`config.mk`:
```
export PLATFORM = sky130hd
export DESIGN_NAME = std_timer
export DESIGN_NICKNAME = d
export VERILOG_FILES = /design/src/std_timer.v
export VERILOG_INCLUDE_DIRS = /design/src
export SDC_FILE = /design/constraint.sdc
export NUM_CORES = 1
export LEC_CHECK = 0
export ABC_AREA = 1
export BUFFER_PORTS_ARGS = -buffer_cell sky130_fd_sc_hd__buf_2
export CORE_MARGIN = 2
export CORE_UTILIZATION = 49
export CTS_BUF_LIST = sky130_fd_sc_hd__clkbuf_4 sky130_fd_sc_hd__clkbuf_8 sky130_fd_sc_hd__clkbuf_16
export CTS_CLUSTER_DIAMETER = 150
export CTS_CLUSTER_SIZE = 30
export DETAILED_ROUTE_END_ITERATION = 8
export GPL_TIMING_DRIVEN = 0
export PLACE_DENSITY = 0.7
export SYNTH_ARGS = -nofsm -noshare
export SYNTH_HDL_FRONTEND = slang
export SYNTH_SLANG_ARGS = --single-unit
```
`constraint.sdc`:
```
create_clock -name clk_i -period 2.96 [get_ports clk_i]
set_input_delay 0.592 -clock clk_i [delete_from_list [all_inputs] [get_ports clk_i]]
set_output_delay 0.592 -clock clk_i [all_outputs]
set_load 0.03 [all_outputs]
```
`src/timer_consts.vh`:
```
// Register map, field positions and encodings for the 16-bit timer
`ifndef TIMER_CONSTS_VH
`define TIMER_CONSTS_VH

// Register byte offsets
`define OFS_CONTROL_ZERO   8'h00
`define OFS_CONTROL_ONE    8'h04
`define OFS_COUNTER_LOW    8'h08
`define OFS_COUNTER_HIGH   8'h0C
`define OFS_COMPARE_A_LOW  8'h10
`define OFS_COMPARE_A_HIGH 8'h14
`define OFS_COMPARE_P      8'h18
`define OFS_STATUS         8'h1C
`define OFS_PRESCALE       8'h20

// Control zero fields
`define BIT_COUNTER_ENABLE 3
`define BIT_EXT_TRIG_EN    0

// Control one fields
`define BIT_MODE_HI        7
`define BIT_MODE_LO        6
`define BIT_PINF_HI        5
`define BIT_PINF_LO        4
`define BIT_INIT_LEVEL     3
`define BIT_OUT_INVERT     2
`define BIT_PERIOD_SWAP    1
`define BIT_CLEAR_SELECT   0

// Status fields, write one to clear
`define BIT_MATCH_A        0
`define BIT_MATCH_P        1

// Mode encodings
`define MODE_COMPARE       2'h0
`define MODE_CAPTURE       2'h1
`define MODE_PWM_PULSE     2'h2
`define MODE_TIMER         2'h3

// Pin function encodings
`define PINF_NONE          2'h0
`define PINF_LOW           2'h1
`define PINF_HIGH          2'h2
`define PINF_TOGGLE        2'h3
`define PINF_PWM_INACTIVE  2'h0
`define PINF_PWM_ACTIVE    2'h1
`define PINF_PWM_OUT       2'h2
`define PINF_PULSE         2'h3

// Reset values and constants
`define RST_BYTE           8'h00
`define RST_WORD           16'h0000
`define RST_PRESCALE       8'h00
`define ZERO_BYTE          8'h00
`define ONE_WORD           16'h0001
`define FULL_DUTY          17'h10000

`endif

```
`src/std_timer.v`:
```
// Standard 16-bit timer with two comparators and a classic Wishbone slave
//
// Added by the designer: the register offsets and register access over Wishbone.
`timescale 1ns/1ps
`include "timer_consts.vh"

module std_timer (
   // Clock and reset
   input  wire        clk_i,
   input  wire        rst_i,
   // Wishbone slave
   input  wire        cyc_i,
   input  wire        stb_i,
   input  wire        we_i,
   input  wire [7:0]  adr_i,
   input  wire [3:0]  sel_i,
   input  wire [31:0] dat_i,
   output wire [31:0] dat_o,
   output wire        ack_o,
   // Timer pins
   input  wire        external_clock_pin_i,
   output wire        timer_out_o,
   output wire        timer_out_oe_o
);

   // Bus state
   reg  [31:0] dat_q;
   reg         ack_q;
   // Control fields
   reg         counter_enable_q;
   reg         enable_prev_q;
   reg         ext_trig_en_q;
   reg  [1:0]  mode_select_q;
   reg  [1:0]  pin_function_q;
   reg         output_initial_level_q;
   reg         output_invert_q;
   reg         period_duty_swap_q;
   reg         clear_select_q;
   // Data registers
   reg  [15:0] counter_q;
   reg  [15:0] compare_value_a_q;
   reg  [7:0]  compare_value_p_q;
   reg  [7:0]  prescale_q;
   reg  [7:0]  div_q;
   reg         match_a_flag_q;
   reg         match_p_flag_q;
   // Pin state
   reg         cmp_pin_q;
   reg         timer_out_q;
   reg         ext_s1_q;
   reg         ext_s2_q;
   reg         ext_s3_q;

   // Next values
   reg  [15:0] counter_d;
   reg         counter_enable_d;
   reg         cmp_pin_d;
   reg         timer_out_d;
   reg  [31:0] dat_d;

   wire        req;
   wire        wr_go;
   wire        wr_byte;
   wire        tick;
   wire        en_rise;
   wire        ext_rise;
   wire [15:0] counter_inc;
   wire        a_hit;
   wire        p_hit;
   wire        mode_cmp;
   wire        mode_pwm;
   wire        mode_pulse;
   wire        clear_on_a;
   wire        count_step;
   wire [16:0] duty_p;
   wire        duty_active;
   wire        pwm_level;
   wire        set_a;
   wire        set_p;
   wire        clr_a;
   wire        clr_p;

   assign req     = cyc_i & stb_i;
   // Write lands on the edge where the master sees ack
   assign wr_go   = req & we_i & ack_q;
   assign wr_byte = wr_go & sel_i[0];
   assign ack_o   = ack_q;
   assign dat_o   = dat_q;

   // Timer tick from prescaler, divide by prescale plus one
   assign tick = (div_q == prescale_q);

   always @(posedge clk_i) begin
      if (rst_i) begin
         div_q <= `RST_PRESCALE;
      end else if (tick) begin
         div_q <= `ZERO_BYTE;
      end else begin
         div_q <= div_q + 8'h01;
      end
   end

   // External pin synchroniser, edge taken after second stage only
   always @(posedge clk_i) begin
      if (rst_i) begin
         ext_s1_q <= 1'b0;
         ext_s2_q <= 1'b0;
         ext_s3_q <= 1'b0;
      end else begin
         ext_s1_q <= external_clock_pin_i;
         ext_s2_q <= ext_s1_q;
         ext_s3_q <= ext_s2_q;
      end
   end

   assign ext_rise = ext_s2_q & ~ext_s3_q;

   assign mode_cmp   = (mode_select_q == `MODE_COMPARE) | (mode_select_q == `MODE_TIMER);
   assign mode_pwm   = (mode_select_q == `MODE_PWM_PULSE) & (pin_function_q != `PINF_PULSE);
   assign mode_pulse = (mode_select_q == `MODE_PWM_PULSE) & (pin_function_q == `PINF_PULSE);

   assign en_rise    = counter_enable_q & ~enable_prev_q;
   assign count_step = counter_enable_q & ~en_rise & tick;

   // compare A against all sixteen bits
   assign counter_inc = counter_q + `ONE_WORD;
   assign a_hit = count_step & (counter_inc == compare_value_a_q);
   // compare P against top byte; zero means overflow
   assign p_hit = count_step & (counter_inc[15:8] == compare_value_p_q)
                  & (counter_inc[7:0] == `ZERO_BYTE);

   // in PWM swap low clears on P, swap high on A; other modes follow clear select, and pulse never clears
   assign clear_on_a = mode_pwm ? period_duty_swap_q : clear_select_q;

   // Counter update
   always @* begin
      counter_d = counter_q;
      if (en_rise) begin
         counter_d = `RST_WORD;
      end else if (count_step) begin
         counter_d = counter_inc;
         // outside pulse mode, clear on P match or overflow, or on A match, as clear_on_a picks
         if (!mode_pulse && !clear_on_a && p_hit) begin
            counter_d = `RST_WORD;
         end
         if (!mode_pulse && clear_on_a && a_hit) begin
            counter_d = `RST_WORD;
         end
      end
   end

   // Match flags, set wins over clear
   // both flags in PWM; no P flag in pulse mode, nor with clear-select high in compare or timer mode
   assign set_a = a_hit;
   assign set_p = p_hit & ~(mode_cmp & clear_select_q) & ~mode_pulse;
   assign clr_a = wr_byte & (adr_i == `OFS_STATUS) & dat_i[`BIT_MATCH_A];
   assign clr_p = wr_byte & (adr_i == `OFS_STATUS) & dat_i[`BIT_MATCH_P];

   // PWM duty: P duty is 256 times P, or 65536 when zero
   assign duty_p = (compare_value_p_q == `ZERO_BYTE) ? `FULL_DUTY
                                                    : {1'b0, compare_value_p_q, `ZERO_BYTE};
   // duty A, or duty P when swapped; duty at or above period stays active
   assign duty_active = period_duty_swap_q ? ({1'b0, counter_q} < duty_p)
                                           : (counter_q < compare_value_a_q);

   assign pwm_level = (pin_function_q == `PINF_PWM_INACTIVE) ? ~output_initial_level_q :
                      (pin_function_q == `PINF_PWM_ACTIVE)   ? output_initial_level_q :
                      (duty_active ? output_initial_level_q : ~output_initial_level_q);

   // Enable bit: software write, pin trigger, A match in pulse mode
   always @* begin
      counter_enable_d = counter_enable_q;
      // pin sets enable in pulse mode
      if (mode_pulse && ext_trig_en_q && ext_rise) begin
         counter_enable_d = 1'b1;
      end
      if (mode_pulse && a_hit) begin
         counter_enable_d = 1'b0;
      end
      // Software write has the last word
      if (wr_byte && (adr_i == `OFS_CONTROL_ZERO)) begin
         counter_enable_d = dat_i[`BIT_COUNTER_ENABLE];
      end
   end

   // Compare output pin
   always @* begin
      cmp_pin_d = cmp_pin_q;
      if (en_rise) begin
         cmp_pin_d = output_initial_level_q;
      end else if (a_hit) begin
         // after the load at start, only an A match moves the pin; per pin function
         case (pin_function_q)
            `PINF_LOW:    cmp_pin_d = 1'b0;
            `PINF_HIGH:   cmp_pin_d = 1'b1;
            `PINF_TOGGLE: cmp_pin_d = ~cmp_pin_q;
            default:      cmp_pin_d = cmp_pin_q;
         endcase
      end
   end

   // Final pin level, registered
   always @* begin
      if (mode_pulse) begin
         timer_out_d = counter_enable_q ? output_initial_level_q : ~output_initial_level_q;
      end else if (mode_pwm) begin
         timer_out_d = pwm_level;
      end else begin
         timer_out_d = cmp_pin_d;
      end
      timer_out_d = timer_out_d ^ output_invert_q;
   end

   // pin released in timer mode; capture mode is not built
   assign timer_out_oe_o = (mode_select_q == `MODE_COMPARE) |
                           (mode_select_q == `MODE_PWM_PULSE);
   assign timer_out_o    = timer_out_q;

   // Read mux, unmapped offsets read zero
   always @* begin
      dat_d = {32{1'b0}};
      case (adr_i)
         `OFS_CONTROL_ZERO: begin
            dat_d[`BIT_COUNTER_ENABLE] = counter_enable_q;
            dat_d[`BIT_EXT_TRIG_EN]    = ext_trig_en_q;
         end
         `OFS_CONTROL_ONE: begin
            dat_d[`BIT_MODE_HI]      = mode_select_q[1];
            dat_d[`BIT_MODE_LO]      = mode_select_q[0];
            dat_d[`BIT_PINF_HI]      = pin_function_q[1];
            dat_d[`BIT_PINF_LO]      = pin_function_q[0];
            dat_d[`BIT_INIT_LEVEL]   = output_initial_level_q;
            dat_d[`BIT_OUT_INVERT]   = output_invert_q;
            dat_d[`BIT_PERIOD_SWAP]  = period_duty_swap_q;
            dat_d[`BIT_CLEAR_SELECT] = clear_select_q;
         end
         `OFS_COUNTER_LOW:    dat_d[7:0] = counter_q[7:0];
         `OFS_COUNTER_HIGH:   dat_d[7:0] = counter_q[15:8];
         `OFS_COMPARE_A_LOW:  dat_d[7:0] = compare_value_a_q[7:0];
         `OFS_COMPARE_A_HIGH: dat_d[7:0] = compare_value_a_q[15:8];
         `OFS_COMPARE_P:      dat_d[7:0] = compare_value_p_q;
         `OFS_STATUS: begin
            dat_d[`BIT_MATCH_A] = match_a_flag_q;
            dat_d[`BIT_MATCH_P] = match_p_flag_q;
         end
         `OFS_PRESCALE:       dat_d[7:0] = prescale_q;
         default:             dat_d = {32{1'b0}};
      endcase
   end

   // Bus answer one cycle after request, dropped the cycle after
   always @(posedge clk_i) begin
      if (rst_i) begin
         ack_q <= 1'b0;
         dat_q <= {32{1'b0}};
      end else begin
         ack_q <= req & ~ack_q;
         // Loaded on reads only, so writes leave the last read data standing
         if (req && !ack_q && !we_i) begin
            dat_q <= dat_d;
         end
      end
   end

   // Register and state update
   always @(posedge clk_i) begin
      if (rst_i) begin
         counter_enable_q       <= 1'b0;
         enable_prev_q          <= 1'b0;
         ext_trig_en_q          <= 1'b0;
         mode_select_q          <= `MODE_COMPARE;
         pin_function_q         <= `PINF_NONE;
         output_initial_level_q <= 1'b0;
         output_invert_q        <= 1'b0;
         period_duty_swap_q     <= 1'b0;
         clear_select_q         <= 1'b0;
         counter_q              <= `RST_WORD;
         compare_value_a_q      <= `RST_WORD;
         compare_value_p_q      <= `RST_BYTE;
         prescale_q             <= `RST_PRESCALE;
         match_a_flag_q         <= 1'b0;
         match_p_flag_q         <= 1'b0;
         cmp_pin_q              <= 1'b0;
         timer_out_q            <= 1'b0;
      end else begin
         counter_enable_q <= counter_enable_d;
         enable_prev_q    <= counter_enable_q;
         counter_q        <= counter_d;
         cmp_pin_q        <= cmp_pin_d;
         timer_out_q      <= timer_out_d;
         // sticky flags, set wins over clear
         match_a_flag_q   <= (match_a_flag_q & ~clr_a) | set_a;
         match_p_flag_q   <= (match_p_flag_q & ~clr_p) | set_p;
         if (wr_byte) begin
            case (adr_i)
               `OFS_CONTROL_ZERO: begin
                  ext_trig_en_q <= dat_i[`BIT_EXT_TRIG_EN];
               end
               `OFS_CONTROL_ONE: begin
                  mode_select_q          <= dat_i[`BIT_MODE_HI:`BIT_MODE_LO];
                  pin_function_q         <= dat_i[`BIT_PINF_HI:`BIT_PINF_LO];
                  output_initial_level_q <= dat_i[`BIT_INIT_LEVEL];
                  output_invert_q        <= dat_i[`BIT_OUT_INVERT];
                  period_duty_swap_q     <= dat_i[`BIT_PERIOD_SWAP];
                  clear_select_q         <= dat_i[`BIT_CLEAR_SELECT];
               end
               `OFS_COMPARE_A_LOW:  compare_value_a_q[7:0]  <= dat_i[7:0];
               `OFS_COMPARE_A_HIGH: compare_value_a_q[15:8] <= dat_i[7:0];
               `OFS_COMPARE_P:      compare_value_p_q <= dat_i[7:0];
               `OFS_PRESCALE:       prescale_q <= dat_i[7:0];
               default:             prescale_q <= prescale_q;
            endcase
         end
      end
   end

endmodule // std_timer

```
## Word level (Yosys, flattened, before mapping)

Cells that the tools add are included.

- Add/subtract/negate cells: 2
- Multipliers: 0
- Divide/modulo/power cells: 0
- Magnitude comparators: 2
- Equality and inequality tests: 17
- Shift-type cells: 0
- Mux-type cells: 22
- Bitwise operators: 37
- Reductions and logical operators: 28

Operators with widths:

| cell | number |
|---|---|
| 8-bit by 5-bit equality test with 1-bit output (second input constant) | 4 |
| 16-bit 2-to-1 mux | 2 |
| 4-bit case mux with 7 select lines | 1 |
| 8-bit logical NOT | 3 |
| 1-bit AND | 22 |
| 16-bit by 17-bit < comparator with 1-bit output | 1 |
| 17-bit 2-to-1 mux | 1 |
| 16-bit by 1-bit adder with 16-bit output (second input constant) | 1 |
| 16-bit equality test | 1 |
| 8-bit by 4-bit equality test with 1-bit output (second input constant) | 2 |
| 8-bit equality test | 2 |
| 16-bit < comparator | 1 |
| 1-bit case mux with 8 select lines | 2 |
| 1-bit 2-to-1 mux | 13 |
| 2-bit AND reduction | 6 |
| 1-bit logical AND | 10 |
| 1-bit NOT | 10 |
| 1-bit case mux with 9 select lines | 1 |
| 8-bit by 1-bit adder with 8-bit output (second input constant) | 1 |
| 2-bit equality test (second input constant) | 4 |
| 8-bit by 3-bit equality test with 1-bit output (second input constant) | 1 |
| 8-bit by 6-bit equality test with 1-bit output (second input constant) | 1 |
| 1-bit case mux with 7 select lines | 1 |
| 1-bit logical NOT | 4 |
| other kinds (8) | 13 |

- Flip-flop bits (word level): 83
- Bits in latches: 0
- Memory bits (writable): 0
- ROM bits: 0
- Output and inout bits: 35
- Logic and storage cells: 132
- Memories kept: 0

## Logic depth before layout (Yosys ltp)

- Depth after elaboration: 11
- Gate-level depth with buffers: 19
- Gate-level depth less buffers: 19

## Worst setup path after synthesis

OpenSTA, ideal clock, no wires.

- Path type: flip-flop to flip-flop
- From: register counter_q[1]
- To: register counter_q[0]
- Library setup time: 132 ps
- Arrival: 2,003 ps
- Data required time: 2,828 ps
- Setup slack: 825 ps
- Cell stages (with the launch flop): 12
- Buffers on the path: 1
- Cell sequence: dfxtp_1 ha_1 nand3_1 o21ai_0 nand3_1 nand2_1 nand2_1 nor3_2 nand4_4 buf_6 nand4_1 a21oi_1

- Word-level cells in the longest chain between the ends: 7
- Elaborated cells between the ends (all ways): 11
- Classes of those cells: add/sub (1); eq/ne (2); mux (2); bitwise (3); reduce/logical (3)

Ends and longest elaborated chain:

| item | RTL line | text |
|---|---|---|
| start: declaration | std_timer.v:40 | `reg [15:0] counter_q;` |
| start signal: assignment | std_timer.v:277 | `` counter_q <= `RST_WORD; `` |
| start signal: assignment | std_timer.v:288 | `counter_q <= counter_d;` |
| 16-bit by 1-bit adder with 16-bit output (no source line) (*) | -- |  |
| 8-bit equality test | std_timer.v:129 | `assign p_hit = count_step & (counter_inc[15:8] == compare_value_p_q)` |
| 1-bit AND (2 in series) | std_timer.v:129 |  |
| 1-bit logical AND | std_timer.v:143 | `if (!mode_pulse && !clear_on_a && p_hit) begin` |
| 16-bit 2-to-1 mux | std_timer.v:143 |  |
| 16-bit 2-to-1 mux (*) | std_timer.v:146 | `if (!mode_pulse && clear_on_a && a_hit) begin` |

Mark *: on every way between the ends. The rest lies on a longest branch, timed or not.
A chain may end at the register's enable or synchronous reset.

## Final worst setup path

- From: register counter_q[0]
- To: register counter_q[8]

Same word-level chain as after synthesis.

==> metrics.md <==
| Metric | Value |
|---|---|
| Critical path depth in cells | 13 |
| Static leakage | 2.94 nW |
| Die Span Y | 111 µm |
| Drc violations | 0 |
| Pre-CTS setup slack | 0.0864 ns |
| Status | completed |
| Count of cell types in the netlist | 46 |
| Share of layout cells above drive strength 1 | 14.3% |
| Final hold vios | 0 |
| Post-route setup TNS | 0 ns |
| Postcts setup bufs | 0 |
| CP Launch Point | counter_q[0] |
| CP max FO | 10 |
| GR Util All Layers | 28.3% |
| Post-Layout Cell Count | 1051 |
| # placed instances | 1035 |
| Area of the die | 0.0123 mm² |
| Area leader, netlist | dfxtp_1 |
| Hold depth | 2 |
| Crit path kind | register to register |
| Root Driver | clkbuf_16 |
| Inserted Clock Buffers | 9 |
| Internal power | 1.85 mW |
| Sink Count | 83 |
| First-pass GRT wire length | 27.2 mm |
| Rel. slew slack | 55.0% |
| Worst setup EP type | register |
| Crit path capture | counter_q[8] |
| Area of the multi-input gates | 0.00332 mm² |
| Crit path time final | 2.70 ns |
| Synth top area share | 29.7% |
| F_max | 0.371 GHz |
| Clock share of power | 48.1% |
| Via Count | 5810 |
| Largest net degree at the start of global routing | 15 |
| Clk_lat worst skew | 0.35 ns |
| Buffers and inverters on the worst path | 0 |
| Hold buffers post-CTS | 0 |
| Yosys reg bits | 83 |
| CTS max path bufs | 2 |
| Register area share after synthesis | 29.7% |
| Flop2flop setup slack | 0.26 ns |
| Critical-path cell list | ha_1, nand3_1, nor2_4, nand2_2, nand2_1, nand2_1, xor2_1, nor2_1, nand2_1, nor3_2, nand3b_4, nand4_1, a21oi_1 |
| Count leader, synth | nand2_1 |
| Max incr delay on CP | 0.49 ns |
| Initial Util | 49.7% |
| Final Max Tran Viols | 0 |
| Vias in the first global route | 5196 |
| CP required | 3.18 ns |
| Fin nets | 980 |
| Clock Skew | 0.00481 ns |
| Switching part of the total | 24.2% |
| Top FF cell, synth | dfxtp_1 |
| Post-Syn Area | 0.00560 mm² |
| Reg area | 0.00166 mm² |
| Drt pass-1 iters | 5 |
| CP most frequent cell | nand2_1 |
| Synth Area per Inst | 6.69 µm² |
| Worst Hold Class | register to register |
| Max Cap Viol | 0 |
| CP delay by family, top | simple AND/OR/NAND/NOR gates |
| Grt ovf | 0 |
| Synth top cells by count | nand2_1 (173), inv_1 (111), dfxtp_1 (83), nor2_1 (72), a21oi_1 (71) |
| Post-DR wirelength/cell | 16.4 µm |
| Die X | 111 µm |
| Sw power | 0.593 mW |
| Initial DRC Count | 513 |
| Comb pwr share | 6.0% |
| FF-to-FF End | counter_q[8] |
| CTS tree | built |
| Pwr Density | 385 mW/mm² |
| Synth warn | 0 |
| RSZ-0062 raised after global routing | false |
| Worst slew pin tran | 0.669 ns |
| R2R depth | 13 |
| Worst EP arrival | 2.92 ns |
| GP Congestion | 0.951 |
| Ant diodes | 0 |
| Vias per inst | 5.53 |
| Core area | 0.0113 mm² |
| Peak supply drop | 0.399 mV |
| Final period util | 91.1% |
| Worst Slack Setup Final | 0.263 ns |
| Most area-consuming cells after synthesis | dfxtp_1 (30%), nand2_1 (12%), inv_1 (7.4%) |
| ANT nets after route | 0 |
| Start of the worst register-to-register path | counter_q[0] |
| Post-Syn Instances | 837 |
| Post-synth EDFFs | 0 |
| Ys async rst share | 0% |
| H-Tree Depth | 3 |
| I/O pin cnt | 85 |
| Initial antenna violation count | 0 |
| Sequential share of power | 45.8% |
| # fillers | 1107 |
| Synth-to-Final Area Change | 13.4% |
| FP Rows | 39 |
| CP Launch Type | register |
| DRT Wirelength | 17.2 mm |
| Setup violations, final | 0 |
| CP max-delay cell | dfxtp_1 |
| Detailed placement HPWL | 13.7 mm |
| PortBufs | 32 |
| Post-cts sizing count | 0 |
| Worst-path clk slew | 0.06 ns |
-- cell families after synthesis --
| family | after synthesis | synth area share [%] |
|---|---|---|
| and+or+nand+nor | 389 | 32.6 |
| adders and majority gates | 27 | 6.03 |
| other | 1 | 0.0669 |
| buffers and inverters | 161 | 12.8 |
| xor gates and xnor gates | 12 | 2.19 |
| AOI/OAI and AO/OA | 164 | 16.6 |
| DFF | 83 | 29.7 |
-- cells in the final DEF, fill, tap and decap left out, types with 15 or more instances in the layout --
cell type and count:
buf_2 35, nand3_1 62, nand2_1 173, o22ai_1 16
dfxtp_1 82, nand2_2 15, ha_1 27, o21ai_0 47
conb_1 24, nor2_1 72, buf_4 25, nand4_1 29
inv_1 111, a21oi_1 71
-- stage by stage --
stage / power [mW] / cell area, µm² / hold WS [ns] / util [%]
floorplan: 1.25 / 5690 / 0.388 / -
global placement: 1.29 / 6030 / 0.401 / 53.5
detailed placement: 1.29 / 6030 / 0.411 / 53.5
CTS: 2.45 / 6330 / 0.418 / 56.2
global route: 2.51 / 6350 / 0.445 / 56.3
finish: 2.45 / 6350 / 0.411 / 56.3
-- how the worst min path moves through the flow --
| stage | endpoint | startpoint | slack [ns] |
|---|---|---|---|
| detailed placement | ext_s2_q | ext_s1_q | 0.41 |
| finish | ext_s2_q | ext_s1_q | 0.41 |
| floorplan | ext_s2_q | ext_s1_q | 0.39 |
| global route | ext_s3_q | ext_s2_q | 0.44 |
| global placement | ext_s2_q | ext_s1_q | 0.40 |
| CTS | ext_s2_q | ext_s1_q | 0.42 |
-- registers in the layout, summed over array words and instances, names as in the netlist, 2 cells and up --
name	count
pin_function_q	2
counter_q	16
compare_value_p_q	8
compare_value_a_q	16
prescale_q	8
mode_select_q	2
div_q	8
dat_o	8
-- per-layer routing --
| metal | GRT usage (%) | routed length (µm) | part of all wire [%] | up-vias |
|---|---|---|---|---|
| li1 | - | - | - | 2894 |
| met1 | 38.3 | 7550 | 44 | 2644 |
| met2 | 44.7 | 7770 | 45 | 228 |
| met3 | 3.50 | 1210 | 7.0 | 44 |
| met4 | 14.1 | 709 | 4.1 | 0 |
| met5 | 0 | 0 | 0 | - |
-- worst register-to-register path, stage by stage (launching register included) --
cell and delay [ns]:
dfxtp_1 0.49, ha_1 0.32, nand3_1 0.20, nor2_4 0.20, nand2_2 0.10, nand2_1 0.07
nand2_1 0.09, xor2_1 0.15, nor2_1 0.13, nand2_1 0.08, nor3_2 0.34, nand3b_4 0.21
nand4_1 0.12, a21oi_1 0.07
-- cell type report --
class,instances,share of cell area (%)
inverter,120,7.11
timing repair buffer,32,2.52
sequential,83,26.2
buffer,41,4.20
clock buffer,11,3.88
clock inverter,5,0.946
tap,143,2.82
multi-input combinational,616,52.3
-- power groups by stage --
stage	clock network [mW]	registers, mW	logic (mW)
floorplan	0	1.15	0.101
global placement	0	1.15	0.144
detailed placement	0	1.15	0.145
CTS	1.18	1.12	0.145
global route	1.24	1.12	0.156
finish	1.18	1.12	0.147
No activity file was read; power rests on OpenSTA's default activity.
